$ cat src/boot_loader_pkg.sv
// Purpose: Shared constants for boot selection and the serial loader
// Assumes: 16-bit program space, 8N1 serial framing
// Notes: Characters are ASCII codes
package boot_loader_pkg;
  localparam logic [15:0] RESET_START = 16'h0000;
  localparam logic [15:0] BOOT_ROM_BASE = 16'hfc00;
  localparam logic [15:0] BLOCK_8K_SPLIT = 16'h2000;
  localparam logic [15:0] BLOCK_16K_BASE = 16'h4000;
  localparam int BLOCK_16K_SHIFT = 14;
  localparam logic [2:0] BLOCK_LAST = 3'h4;
  localparam logic [7:0] VECTOR_LOW = 8'h00;
  localparam logic [7:0] DEFAULT_VECTOR = 8'hfc;
  localparam logic [7:0] MAX_DATA = 8'h10;
  localparam logic [4:0] HEADER_BYTES = 5'h04;
  localparam logic [7:0] CHR_U = 8'h55;
  localparam logic [7:0] CHR_COLON = 8'h3a;
  localparam logic [7:0] CHR_LF = 8'h0a;
  localparam logic [7:0] CHR_X = 8'h58;
  localparam logic [7:0] CHR_DOT = 8'h2e;
  localparam logic [7:0] CHR_R = 8'h52;
  localparam logic [7:0] REC_DATA = 8'h00;
  localparam logic [7:0] REC_EOF = 8'h01;
  localparam logic [7:0] REC_OSC = 8'h02;
  localparam logic [7:0] REC_WRITE = 8'h03;
  localparam logic [7:0] REC_DISPLAY = 8'h04;
  localparam logic [7:0] SUB_ERASE_NV = 8'h04;
  localparam logic [7:0] SUB_PROG_NV = 8'h06;
  localparam logic [7:0] SUB_CHIP_ERASE = 8'h07;
  localparam logic [3:0] FRAME_LAST = 4'h9;
  localparam logic [3:0] DATA_BITS = 4'h8;
  typedef enum logic [2:0] {R_BAUD, R_MEAS, R_SKIP, R_IDLE, R_START, R_BITS} rx_state_t;
  typedef enum logic [2:0] {P_COLON, P_HI, P_LO, P_EOL, P_EXEC, P_PROG} parse_state_t;
endpackage : boot_loader_pkg

$ cat src/flash_boot_loader.sv
// Purpose: Boot start selection, flash block decode and serial hex loader
// Assumes: rxd and straps synchronous to mclk; flash store outside
// Notes: Programming bytes leave through a FIFO with valid/ready
`timescale 1ns/1ns
`default_nettype none

module loader_fifo #(parameter int WIDTH = 24, parameter int DEPTH = 32) (
  input wire logic mclk,
  input wire logic rst_n,
  input wire logic in_valid,
  output logic in_ready,
  input wire logic [WIDTH-1:0] in_data,
  output logic out_valid,
  input wire logic out_ready,
  output logic [WIDTH-1:0] out_data
);
  localparam int AW = $clog2(DEPTH);
  typedef struct packed {
    logic [DEPTH-1:0][WIDTH-1:0] mem;
    logic [AW-1:0] wr;
    logic [AW-1:0] rd;
    logic [AW:0] count;
    logic ov;
    logic [WIDTH-1:0] od;
  } fifo_state_t;
  fifo_state_t r_reg, r_next;
  logic push, pop;
  assign in_ready = r_reg.count != (AW+1)'(DEPTH);
  assign out_valid = r_reg.ov;
  assign out_data = r_reg.od;
  always_comb begin
    r_next = r_reg;
    push = in_valid && in_ready;
    pop = (r_reg.count != '0) && (!r_reg.ov || out_ready);
    if (push) begin
      r_next.mem[r_reg.wr] = in_data;
      r_next.wr = r_reg.wr + 1'b1;
    end
    if (out_ready) begin
      r_next.ov = 1'b0;
    end
    if (pop) begin
      r_next.od = r_reg.mem[r_reg.rd];
      r_next.ov = 1'b1;
      r_next.rd = r_reg.rd + 1'b1;
    end
    r_next.count = r_reg.count + (AW+1)'(push) - (AW+1)'(pop);
  end
  always_ff @(posedge mclk or negedge rst_n) begin
    if (!rst_n) begin
      r_reg <= '0;
    end else begin
      r_reg <= r_next;
    end
  end
endmodule : loader_fifo

module flash_boot_loader #(parameter int CW = 16, parameter int DEPTH = 32) (
  input wire logic mclk,
  input wire logic reset_n,
  input wire logic rxd,
  output logic txd,
  input wire logic [7:0] status_byte,
  input wire logic [7:0] boot_vector,
  input wire logic program_store_strobe_n,
  input wire logic port2_bit7_strap,
  input wire logic external_access_n,
  input wire logic ale_strap,
  output logic [15:0] start_addr,
  output logic start_valid,
  input wire logic boot_rom_enable,
  input wire logic [15:0] fetch_addr,
  output logic fetch_boot_rom,
  output logic [2:0] fetch_block,
  output logic prog_valid,
  input wire logic prog_ready,
  input wire logic prog_fail,
  output logic [15:0] prog_addr,
  output logic [7:0] prog_data,
  output logic [7:0] osc_mhz,
  output logic nv_write,
  output logic [7:0] nv_status,
  output logic [7:0] nv_vector,
  output logic cmd_valid,
  output logic [7:0] cmd_type,
  output logic [7:0] cmd_sub,
  output logic [7:0] cmd_sel,
  output logic baud_locked
);
  typedef struct packed {
    boot_loader_pkg::rx_state_t rx_st;
    logic [CW-1:0] rx_cnt;
    logic [CW-1:0] bit_len;
    logic [3:0] rx_bits;
    logic [7:0] rx_shift;
    logic [9:0] tx_shift;
    logic [3:0] tx_bits;
    logic [CW-1:0] tx_cnt;
    logic tx_busy;
    logic txd;
    logic echo_pend;
    logic [7:0] echo_ch;
    logic rep_pend;
    logic [7:0] rep_ch;
    boot_loader_pkg::parse_state_t ps;
    logic [3:0] nib;
    logic [4:0] idx;
    logic [7:0] sum;
    logic [7:0] cnt;
    logic [7:0] typ;
    logic [15:0] addr;
    logic [15:0][7:0] data;
    logic [4:0] push_i;
    logic [4:0] done_i;
    logic fail;
    logic boot_done;
    logic [15:0] start_addr;
    logic start_valid;
    logic fetch_rom;
    logic [2:0] fetch_block;
    logic [7:0] osc;
    logic nv_write;
    logic [7:0] nv_status;
    logic [7:0] nv_vector;
    logic cmd_valid;
    logic locked;
  } state_t;
  state_t r_reg, r_next;
  logic [1:0] rst_sync_reg;
  logic rst_n;
  logic fifo_in_valid, fifo_in_ready, strap_force;

  function automatic logic [4:0] hexval(input logic [7:0] c);
    if (c >= "0" && c <= "9") hexval = {1'b1, 4'(c - "0")};
    else if (c >= "A" && c <= "F") hexval = {1'b1, 4'(c - "A" + 8'h0a)};
    else if (c >= "a" && c <= "f") hexval = {1'b1, 4'(c - "a" + 8'h0a)};
    else hexval = 5'h00;
  endfunction : hexval

  function automatic logic [2:0] block_of(input logic [15:0] a);
    if (a < boot_loader_pkg::BLOCK_16K_BASE) block_of = (a < boot_loader_pkg::BLOCK_8K_SPLIT) ? 3'h0 : 3'h1;
    else block_of = 3'(a >> boot_loader_pkg::BLOCK_16K_SHIFT) + 3'h1;
  endfunction : block_of

  always_ff @(posedge mclk or negedge reset_n) begin
    if (!reset_n) begin
      rst_sync_reg <= 2'h0;
    end else begin
      rst_sync_reg <= {rst_sync_reg[0], 1'b1};
    end
  end
  assign rst_n = rst_sync_reg[1];

  assign strap_force = !program_store_strobe_n && port2_bit7_strap && external_access_n && ale_strap;

  loader_fifo #(.WIDTH(24), .DEPTH(DEPTH)) u_fifo (
    .mclk(mclk),
    .rst_n(rst_n),
    .in_valid(fifo_in_valid),
    .in_ready(fifo_in_ready),
    .in_data({r_reg.addr + 16'(r_reg.push_i), r_reg.data[r_reg.push_i[3:0]]}),
    .out_valid(prog_valid),
    .out_ready(prog_ready),
    .out_data({prog_addr, prog_data})
  );

  always_comb begin
    logic got;
    logic [7:0] ch;
    logic [4:0] h;
    logic [7:0] b;
    got = 1'b0;
    ch = r_reg.rx_shift;
    h = 5'h00;
    b = 8'h00;
    r_next = r_reg;
    r_next.nv_write = 1'b0;
    r_next.cmd_valid = 1'b0;
    fifo_in_valid = 1'b0;
    // Boot start selection at reset release
    if (!r_reg.boot_done) begin
      r_next.boot_done = 1'b1;
      r_next.start_valid = 1'b1;
      if (status_byte == 8'h00 && !strap_force) r_next.start_addr = boot_loader_pkg::RESET_START;
      else r_next.start_addr = {boot_vector, boot_loader_pkg::VECTOR_LOW};
    end
    r_next.fetch_rom = boot_rom_enable && fetch_addr >= boot_loader_pkg::BOOT_ROM_BASE;
    r_next.fetch_block = block_of(fetch_addr);
    // Receiver with baud measurement
    case (r_reg.rx_st)
      boot_loader_pkg::R_BAUD: begin
        if (!rxd) begin
          r_next.rx_st = boot_loader_pkg::R_MEAS;
          r_next.rx_cnt = CW'(1);
        end
      end
      boot_loader_pkg::R_MEAS: begin
        if (rxd) begin
          r_next.bit_len = r_reg.rx_cnt;
          r_next.rx_cnt = '0;
          r_next.rx_st = boot_loader_pkg::R_SKIP;
          got = 1'b1;
          ch = boot_loader_pkg::CHR_U;
        end else begin
          r_next.rx_cnt = r_reg.rx_cnt + 1'b1;
        end
      end
      boot_loader_pkg::R_SKIP: begin
        r_next.rx_cnt = rxd ? r_reg.rx_cnt + 1'b1 : '0;
        if ((CW+1)'(r_reg.rx_cnt) >= {r_reg.bit_len, 1'b0}) r_next.rx_st = boot_loader_pkg::R_IDLE;
      end
      boot_loader_pkg::R_IDLE: begin
        r_next.rx_cnt = '0;
        if (!rxd) r_next.rx_st = boot_loader_pkg::R_START;
      end
      boot_loader_pkg::R_START: begin
        r_next.rx_cnt = r_reg.rx_cnt + 1'b1;
        if (r_reg.rx_cnt == (r_reg.bit_len >> 1)) begin
          r_next.rx_cnt = '0;
          r_next.rx_bits = '0;
          r_next.rx_st = rxd ? boot_loader_pkg::R_IDLE : boot_loader_pkg::R_BITS;
        end
      end
      boot_loader_pkg::R_BITS: begin
        r_next.rx_cnt = r_reg.rx_cnt + 1'b1;
        if (r_reg.rx_cnt == r_reg.bit_len - 1'b1) begin
          r_next.rx_cnt = '0;
          if (r_reg.rx_bits == boot_loader_pkg::DATA_BITS) begin
            got = 1'b1;
            r_next.rx_st = boot_loader_pkg::R_IDLE;
          end else begin
            r_next.rx_shift = {rxd, r_reg.rx_shift[7:1]};
            r_next.rx_bits = r_reg.rx_bits + 1'b1;
          end
        end
      end
      default: r_next.rx_st = boot_loader_pkg::R_BAUD;
    endcase
    r_next.locked = r_next.rx_st != boot_loader_pkg::R_BAUD && r_next.rx_st != boot_loader_pkg::R_MEAS;
    // Transmitter: echo first, then reply
    if (!r_reg.tx_busy) begin
      if (r_reg.echo_pend || r_reg.rep_pend) begin
        r_next.tx_shift = {1'b1, r_reg.echo_pend ? r_reg.echo_ch : r_reg.rep_ch, 1'b0};
        r_next.tx_busy = 1'b1;
        r_next.tx_bits = '0;
        r_next.tx_cnt = '0;
        if (r_reg.echo_pend) r_next.echo_pend = 1'b0;
        else r_next.rep_pend = 1'b0;
      end
    end else begin
      r_next.tx_cnt = r_reg.tx_cnt + 1'b1;
      if (r_reg.tx_cnt == r_reg.bit_len - 1'b1) begin
        r_next.tx_cnt = '0;
        r_next.tx_shift = {1'b1, r_reg.tx_shift[9:1]};
        r_next.tx_bits = r_reg.tx_bits + 1'b1;
        if (r_reg.tx_bits == boot_loader_pkg::FRAME_LAST) r_next.tx_busy = 1'b0;
      end
    end
    r_next.txd = r_next.tx_busy ? r_next.tx_shift[0] : 1'b1;
    if (got) begin
      r_next.echo_pend = 1'b1;
      r_next.echo_ch = ch;
    end
    // Record parser
    case (r_reg.ps)
      boot_loader_pkg::P_COLON: begin
        if (got && r_reg.rx_st != boot_loader_pkg::R_MEAS && ch == boot_loader_pkg::CHR_COLON) begin
          r_next.ps = boot_loader_pkg::P_HI;
          r_next.idx = '0;
          r_next.sum = '0;
        end
      end
      boot_loader_pkg::P_HI: begin
        h = hexval(ch);
        if (got) begin
          r_next.nib = h[3:0];
          r_next.ps = h[4] ? boot_loader_pkg::P_LO : boot_loader_pkg::P_COLON;
        end
      end
      boot_loader_pkg::P_LO: begin
        h = hexval(ch);
        b = {r_reg.nib, h[3:0]};
        if (got && !h[4]) begin
          r_next.ps = boot_loader_pkg::P_COLON;
        end else if (got) begin
          r_next.sum = r_reg.sum + b;
          r_next.ps = boot_loader_pkg::P_HI;
          r_next.idx = r_reg.idx + 1'b1;
          case (r_reg.idx)
            5'h00: r_next.cnt = b;
            5'h01: r_next.addr[15:8] = b;
            5'h02: r_next.addr[7:0] = b;
            5'h03: r_next.typ = b;
            default: if (8'(r_reg.idx - boot_loader_pkg::HEADER_BYTES) < r_reg.cnt)
              r_next.data[4'(r_reg.idx - boot_loader_pkg::HEADER_BYTES)] = b;
          endcase
          if (r_reg.idx == 5'h00 && b > boot_loader_pkg::MAX_DATA) begin
            r_next.ps = boot_loader_pkg::P_COLON;
            r_next.rep_pend = 1'b1;
            r_next.rep_ch = boot_loader_pkg::CHR_X;
          end else if (8'(r_reg.idx) == r_reg.cnt + 8'(boot_loader_pkg::HEADER_BYTES)) begin
            r_next.ps = boot_loader_pkg::P_EOL;
          end
        end
      end
      boot_loader_pkg::P_EOL: begin
        if (got && ch == boot_loader_pkg::CHR_LF) r_next.ps = boot_loader_pkg::P_EXEC;
      end
      boot_loader_pkg::P_EXEC: begin
        r_next.ps = boot_loader_pkg::P_COLON;
        r_next.rep_pend = 1'b1;
        r_next.rep_ch = boot_loader_pkg::CHR_DOT;
        if (r_reg.sum != 8'h00) begin
          r_next.rep_ch = boot_loader_pkg::CHR_X;
        end else begin
          case (r_reg.typ)
            boot_loader_pkg::REC_DATA: begin
              r_next.rep_pend = 1'b0;
              r_next.ps = boot_loader_pkg::P_PROG;
              r_next.push_i = '0;
              r_next.done_i = '0;
              r_next.fail = 1'b0;
            end
            boot_loader_pkg::REC_EOF: r_next.rep_ch = boot_loader_pkg::CHR_DOT;
            boot_loader_pkg::REC_OSC: r_next.osc = r_reg.data[0];
            boot_loader_pkg::REC_WRITE: begin
              r_next.cmd_valid = 1'b1;
              if (r_reg.data[0] == boot_loader_pkg::SUB_ERASE_NV) begin
                r_next.nv_write = 1'b1;
                r_next.nv_status = 8'h00;
                r_next.nv_vector = 8'h00;
              end else if (r_reg.data[0] == boot_loader_pkg::SUB_CHIP_ERASE) begin
                r_next.nv_write = 1'b1;
                r_next.nv_status = 8'h00;
                r_next.nv_vector = boot_loader_pkg::DEFAULT_VECTOR;
              end else if (r_reg.data[0] == boot_loader_pkg::SUB_PROG_NV) begin
                r_next.nv_write = 1'b1;
                r_next.nv_status = (r_reg.data[1] == 8'h00) ? r_reg.data[2] : status_byte;
                r_next.nv_vector = (r_reg.data[1] == 8'h00) ? boot_vector : r_reg.data[2];
              end
            end
            boot_loader_pkg::REC_DISPLAY: begin
              r_next.cmd_valid = 1'b1;
              r_next.rep_pend = 1'b0;
            end
            default: r_next.cmd_valid = 1'b1;
          endcase
        end
      end
      boot_loader_pkg::P_PROG: begin
        fifo_in_valid = 8'(r_reg.push_i) < r_reg.cnt;
        if (fifo_in_valid && fifo_in_ready) r_next.push_i = r_reg.push_i + 1'b1;
        if (prog_valid && prog_ready) begin
          r_next.done_i = r_reg.done_i + 1'b1;
          if (prog_fail) r_next.fail = 1'b1;
        end
        if (8'(r_reg.done_i) == r_reg.cnt) begin
          r_next.ps = boot_loader_pkg::P_COLON;
          r_next.rep_pend = 1'b1;
          r_next.rep_ch = r_reg.fail ? boot_loader_pkg::CHR_R : boot_loader_pkg::CHR_DOT;
        end
      end
      default: r_next.ps = boot_loader_pkg::P_COLON;
    endcase
  end

  always_ff @(posedge mclk or negedge rst_n) begin
    if (!rst_n) begin
      r_reg <= '0;
      r_reg.txd <= 1'b1;
    end else begin
      r_reg <= r_next;
    end
  end

  assign txd = r_reg.txd;
  assign start_addr = r_reg.start_addr;
  assign start_valid = r_reg.start_valid;
  assign fetch_boot_rom = r_reg.fetch_rom;
  assign fetch_block = r_reg.fetch_block;
  assign osc_mhz = r_reg.osc;
  assign nv_write = r_reg.nv_write;
  assign nv_status = r_reg.nv_status;
  assign nv_vector = r_reg.nv_vector;
  assign cmd_valid = r_reg.cmd_valid;
  assign cmd_type = r_reg.typ;
  assign cmd_sub = r_reg.data[0];
  assign cmd_sel = r_reg.data[1];
  assign baud_locked = r_reg.locked;

  function automatic logic rep_pend_chk(input logic [7:0] c);
    rep_pend_chk = r_reg.rep_pend && r_reg.rep_ch == c;
  endfunction : rep_pend_chk
endmodule : flash_boot_loader
`default_nettype wire

$ cat config.mk
export PLATFORM = sky130hd
export DESIGN_NAME = flash_boot_loader
export DESIGN_NICKNAME = d
export VERILOG_FILES = /design/src/boot_loader_pkg.sv /design/src/flash_boot_loader.sv
export SDC_FILE = /design/constraint.sdc
export NUM_CORES = 2
export LEC_CHECK = 0
export ABC_AREA = 1
export ABC_CLOCK_PERIOD_IN_PS = 34000
export BUFFER_PORTS_ARGS = -buffer_cell sky130_fd_sc_hd__buf_2
export CORE_UTILIZATION = 55
export DETAILED_ROUTE_END_ITERATION = 10
export GPL_TIMING_DRIVEN = 0
export PLACE_DENSITY = 0.86
export SLEW_MARGIN = 25
export SYNTH_ARGS = -nofsm -noshare
export SYNTH_HDL_FRONTEND = slang
export SYNTH_SLANG_ARGS = --single-unit
$ cat constraint.sdc
create_clock -name mclk -period 34 [get_ports mclk]
set_clock_uncertainty 0.05 [all_clocks]
set_input_delay 6.8 -clock mclk [delete_from_list [all_inputs] [get_ports mclk]]
set_output_delay 6.8 -clock mclk [all_outputs]
set_load 0.02 [all_outputs]
# [Yosys cells after proc, flatten, opt, wreduce, memory -nomap -nowiden]
# Index checks and enable logic that the tools add are counted.
# Widths: inputs -> output; s select.
[totals] rom_bits=0 ramBits=0 latch_bits=0 register_bits=1148 memories=0 input_bits=42
[op_classes] multipliers=0 reduce_logical=67 bitwise=4 n_eq_ne=51 shifts=0 mux=99 div=0 magnitude_cmp=19 addsub=23
[ops] op="$bwmux 768" n=1
[ops] op="$mux 173" n=2
[ops] op="$mux 128" n=2
[ops] op="$bwmux 128" n=1
[ops] op="$bmux 24 s5" n=1
[ops] op="$demux 24 s5" n=1
[ops] op="$pmux 16 s6" n=1
[ops] op="$mux 31" n=3
[ops] op="$mux 8" n=11
[ops] op="$mux 17" n=4
[ops] op="$mux 19" n=3
[ops] op="$mux 12" n=4
[ops] op="$mux 16" n=3
[ops] op="$mux 24" n=2
[ops] op="$mux 18" n=2
[ops] op="$mux 3" n=12
[ops] op="$pmux 3 s6" n=2
[ops] op="$reduce_and 4->1" n=9
[ops] op="$add 16x1->16 const B" n=2
[ops] op="$bmux 8 s4" n=1
[ops] op="$demux 8 s4" n=1
[ops] op="$eq 16x16->1" n=2
[ops] op="$eq 8x3->1 const B" n=4
[ops] op="$mux 5" n=6
[ops] op="other kinds (76)" n=183

# [Logic depth before layout (Yosys ltp)]
[logic_depth] depth_word=14 mapped_depth=25

# [By module]
# Synthesis repeated with hierarchy kept, for this count alone.
[hier_totals] cells_unflattened=7361 area_unflattened_um2=57356.3
[by_module_without_submodules] module="loader_fifo" seq_area_each_um2=20244.4 cells_per_inst=4965 n_inst=1 area_per_inst_um2=38625.8
[by_module_without_submodules] module="flash_boot_loader" seq_area_each_um2=8184.1 cells_per_inst=2396 n_inst=1 area_per_inst_um2=18730.5

# [Worst setup path after synthesis]
# No wires, ideal clock.
[synth_timing] path_type="input port to flip-flop" startpoint="input rxd" endpoint="register r_reg[227] in the netlist's numbering" stages=24 t_arrival_ps=10041 path_slack_ps=23782 n_path_buf=2 setup_ps=128 cell_sequence="inv_1 -> nor2_1 -> nand2_1 -> buf_1 -> nand2_1 -> ha_1 -> o21ai_0 -> nand2_1 -> nand2_1 -> nand2_1 -> nand2_1 -> nand2_1 -> nor2_2 -> clkbuf_1 -> ha_1 -> a21oi_1 -> nand2_1 -> a21oi_1 -> o21bai_1 -> nand2_1 -> nand2_1 -> a21oi_1 -> xor2_1 -> o21ai_0"
[synth_between] elab_chain_cells=12
[synth_rtl] item="start, declared" line_no="flash_boot_loader.sv:61" text="input wire logic rxd,"
[synth_rtl] item="$mux 8" line_no="flash_boot_loader.sv:198" text="if (rxd) begin"
[synth_rtl] item="$mux 8" line_no="flash_boot_loader.sv:190" text="case (r_reg.rx_st)"
[synth_rtl] item="$sub 4x1->4 (tied with other cells)" line_no="flash_boot_loader.sv:135, flash_boot_loader.sv:136"
[synth_rtl] item="$add 4x4->4 / $logic_and 1x1->1 (equally long branches)" line_no="flash_boot_loader.sv:135, flash_boot_loader.sv:136"
[synth_rtl] item="$mux 5" line_no="flash_boot_loader.sv:136" text="else if (c >= \"a\" && c <= \"f\") hexval = {1'b1, 4'(c - \"a\" + 8'h0a)};"
[synth_rtl] item="$mux 5 (2 in series)"
[synth_rtl] item="$mux 5" line_no="flash_boot_loader.sv:265" text="case (r_reg.ps)"
[synth_rtl] item="$add 8x8->8 / $logic_not 1->1 (equally long branches)" line_no="flash_boot_loader.sv:286, flash_boot_loader.sv:283"
[synth_rtl] item="$mux 173 / $logic_and 1x1->1 (equally long branches)" line_no="flash_boot_loader.sv:285, flash_boot_loader.sv:283"
[synth_rtl] item="$mux 173 / $ne 2x2->1 (equally long branches)"
[synth_rtl] item="$pmux 13 s2 / $reduce_and 4->1 (equally long branches)"
[synth_rtl] item="end signal, assigned" line_no="flash_boot_loader.sv:372" text="r_reg <= r_next;"
[synth_rtl] item="end, declared" line_no="flash_boot_loader.sv:128" text="state_t r_reg, r_next;"
# Parallel ways exist; a longest one is shown, timed or not. The select of a mux whose other input is x is not followed.
# A chain may end at the register's enable or synchronous reset.

# [Final worst setup path]
[layout_timing] startpoint="input rxd" endpoint="register r_reg[226] in the netlist's numbering"
# Same word-level chain as after synthesis.

==> results_dict.tcl <==
set metrics [dict create \
    worst_ir_drop_vdd_v 0.0000638 \
    grt_first_pass_wirelength_um 339000 \
    die_w_um 316 \
    htree_levels 3 \
    setup_fix_buffers_added_after_clock_tree_synthesis 0 \
    hold_class "reg2async" \
    cts.reportedPaths.clkPinSlew_ns 0.06 \
    slew_headroom_pct 13.9 \
    setup.worst_path.start_class "input pin" \
    floorplan.initialDensity_pct 55.8 \
    final_core_util_pct 63.3 \
    detail_route.wirelength_um 238000 \
    report.final.setup_viol 0 \
    critical-path-slowest-cell "nor2_1" \
    largest_register_ff_count 784 \
    dr.pass1.iters 8 \
    r2r_slack_ns 28.47 \
    post-route-period-util_pct 33.3 \
    ys_seq_area_share_pct 52.3 \
    synth_area_leader_cell "dfrtp_1" \
    slew_of_the_pin_with_the_lowest_slew_margin_ns 1.29 \
    worstPathRequired_ns 34.59 \
    rows 114 \
    most_common_cell_on_crit_path "nand2_1" \
    area.growth.synth_to_final_pct 13.3 \
    clk_path_buf_depth 3 \
    clk_root_buffer_cell "clkbuf_16" \
    initial_antenna_violation_count 26 \
    mostFrequentLayoutCell "nand2_1" \
    global_route_overflow 0 \
    syn-mean-instance-area_um2 8.29 \
    power.static_leakage_nw 28.1 \
    drive_gt1_share_pct 8.40 \
    grt_start_max_net_pins 57 \
    first_global_vias 49426 \
    maxSlewViolCount 0 \
    worstPathCellList "buf_2, inv_1, nor2_1, nand2_1, buf_1, nand2_1, ha_1, o21ai_0, nand2_1, nand2_1, nor2_1, nor2_1, clkinv_1, clkbuf_1, ha_1, inv_1, fa_1, nand3b_1, and2_1, nor2_1, o21ai_0, nand2_1, xnor2_1, o21ai_0" \
    rsz0062_at_grt "false" \
    combinational_family_with_the_most_area_after_synthesis "simple AND/OR/NAND/NOR gates" \
    yosys-mux-area-fraction_pct 0.290 \
    route.detailed.vias_per_inst 6.42 \
    critical_path_peak_fanout 10 \
    synth-compound-area-share_pct 17.6 \
    synth.lib_cells_used.distinct 58 \
    synth-simple-area-share_pct 19.8 \
    numClockSinks 1136 \
    yosys.area.top_type_share_pct 52.3 \
    ys_warn_count 0 \
    drt_iter0_markers 8444 \
    synth_fa_ha_area_share_pct 1.95 \
    netlist_instances 6555 \
    cts-resized-gates 0 \
    vias 52783 \
    design.die.area_um2 100000 \
    overall_die_height_um 316 \
    floorplan.core_area_um2 97300 \
    routedWlPerCell_um 28.9 \
    setup_tns_ns 0 \
    run_status "complete, no violations" \
    max_freq_ghz 0.0884 \
    timing_hold_violations_final 0 \
    ys_ff_latch 1136 \
    timing.setup.critical_path_class "in2reg" \
    synth_top_flop_cell "dfrtp_1" \
    place.port_buffers 121 \
    globalplace.congestion 1.06 \
    synth-xor-area-share_pct 1.31 \
    cts_hold_repair.buffers 0 \
    design.final.nets 6956 \
    route.antenna.remaining_nets 0 \
    overall_power_w 0.00437 \
    drcViolationCount 0 \
    yosys-top-cells-area "dfrtp_1 (52%), o21ai_0 (13%), nand2_1 (11%)" \
    async_reset_ff_share_pct 100 \
    cts-buffers-inserted 119 \
    gr-usage-all-layers_pct 47.4 \
    arrival_ns 11.90 \
    power.density_nw_per_um2 71.0 \
    combined_area_of_all_synthesized_cells_um2 54300 \
    synth-edff-count 0 \
    cts_tree "built" \
    most-common-layout-cells "nand2_1 (1664), o21ai_0 (1378), dfrtp_1 (1134), nor2_1 (556), clkbuf_1 (392)" \
    crit_path_end_kind "flip-flop" \
    tmin_final_ns 11.31 \
    clkLatencyLatePin_ns 0.76 \
    maxCapViolations 0 \
    cp_slowest_stage_delay_ns 0.66 \
    detailedPlacementHpwl_um 170000 \
    pin_count 140 \
]
path summary, 6_finish.rpt:
path                            startpoint               to  cells after the start
min in group mclk          rst_sync_reg[0]  rst_sync_reg[1]                      0
max in group asynchronous          reset_n  rst_sync_reg[1]                      1
max reg2reg                     r_reg[334]       r_reg[226]                     23
min                        rst_sync_reg[1]       r_reg[329]                      0
max                                    rxd       r_reg[226]                     24
min reg2reg                rst_sync_reg[1]       r_reg[329]                      0
final cells by class:
| class | instances | area (um^2) |
|---|---|---|
| well taps | 1276 | 1600 |
| diodes | 19 | 47.5 |
| multi-input cells | 4568 | 22300 |
| repair buffers | 147 | 1290 |
| plain buffers | 548 | 2520 |
| clock inverters | 50 | 757 |
| clock buffers | 168 | 3420 |
| flip-flops and latches | 1136 | 28400 |
| inverters | 311 | 1180 |
| fillers | 8278 | 35700 |
Yosys cell counts (all sizes together), types with 4 or more instances:
cell,count
or2,5
o221ai,83
buf,136
clkbuf,412
nor3,34
nand2,1671
nor2,590
a22o,4
nand4,74
ha,80
inv,301
nand3,200
dfrtp,1135
a31oi,8
o311ai,8
o21ai,1391
xor2,62
mux2,6
o211ai,30
clkinv,10
a21oi,94
xnor2,19
o22ai,143
mux2i,9
nor4,17
metal layers:
layer,track usage (%),routed length [um],part of all wire (%),vias up
met5,0,137,0.058,-
met4,34.2,20900,8.8,22
met3,14.8,29800,13,934
met2,68.7,100000,42,3916
met1,60.2,87100,37,25545
li1,-,-,-,22366
power by group:
group          total (W)  internal, W  switching, W  leakage (nW)
sequential       0.00140      0.00138     0.0000216          15.3
clock            0.00142     0.000830      0.000586          2.06
combinational    0.00155     0.000356       0.00120          10.7
total            0.00437      0.00257       0.00180          28.1
critical path: cells and delay by family:
kind	cells	cell delay, ns
simple gates	11	1.92
buf+inv	6	1.80
fa+ha+maj	3	0.81
compound gates	3	0.40
xor+xnor	1	0.14
per-stage QoR:
stage	area, um^2	cells	setup WS, ns	hold WS, ns
after floorplan	54400	6563	15.53	0.281
after global placement	56600	7960	8.57	0.293
after detailed placement	57300	7985	22.15	0.226
after CTS	61500	8203	22.83	0.221
after global routing	61500	8206	22.49	0.242
final	61500	8223	22.69	0.204
cell families after synthesis:
family / after synthesis
adder cells (fa/ha/maj): 83
AO/OA/AOI/OAI: 1779
flip-flops: 1136
buffers and inverters: 859
XOR/XNOR: 81
AND/OR/NAND/NOR: 2600
multiplexers: 15
other: 2
(Power assumes the default switching activity.)
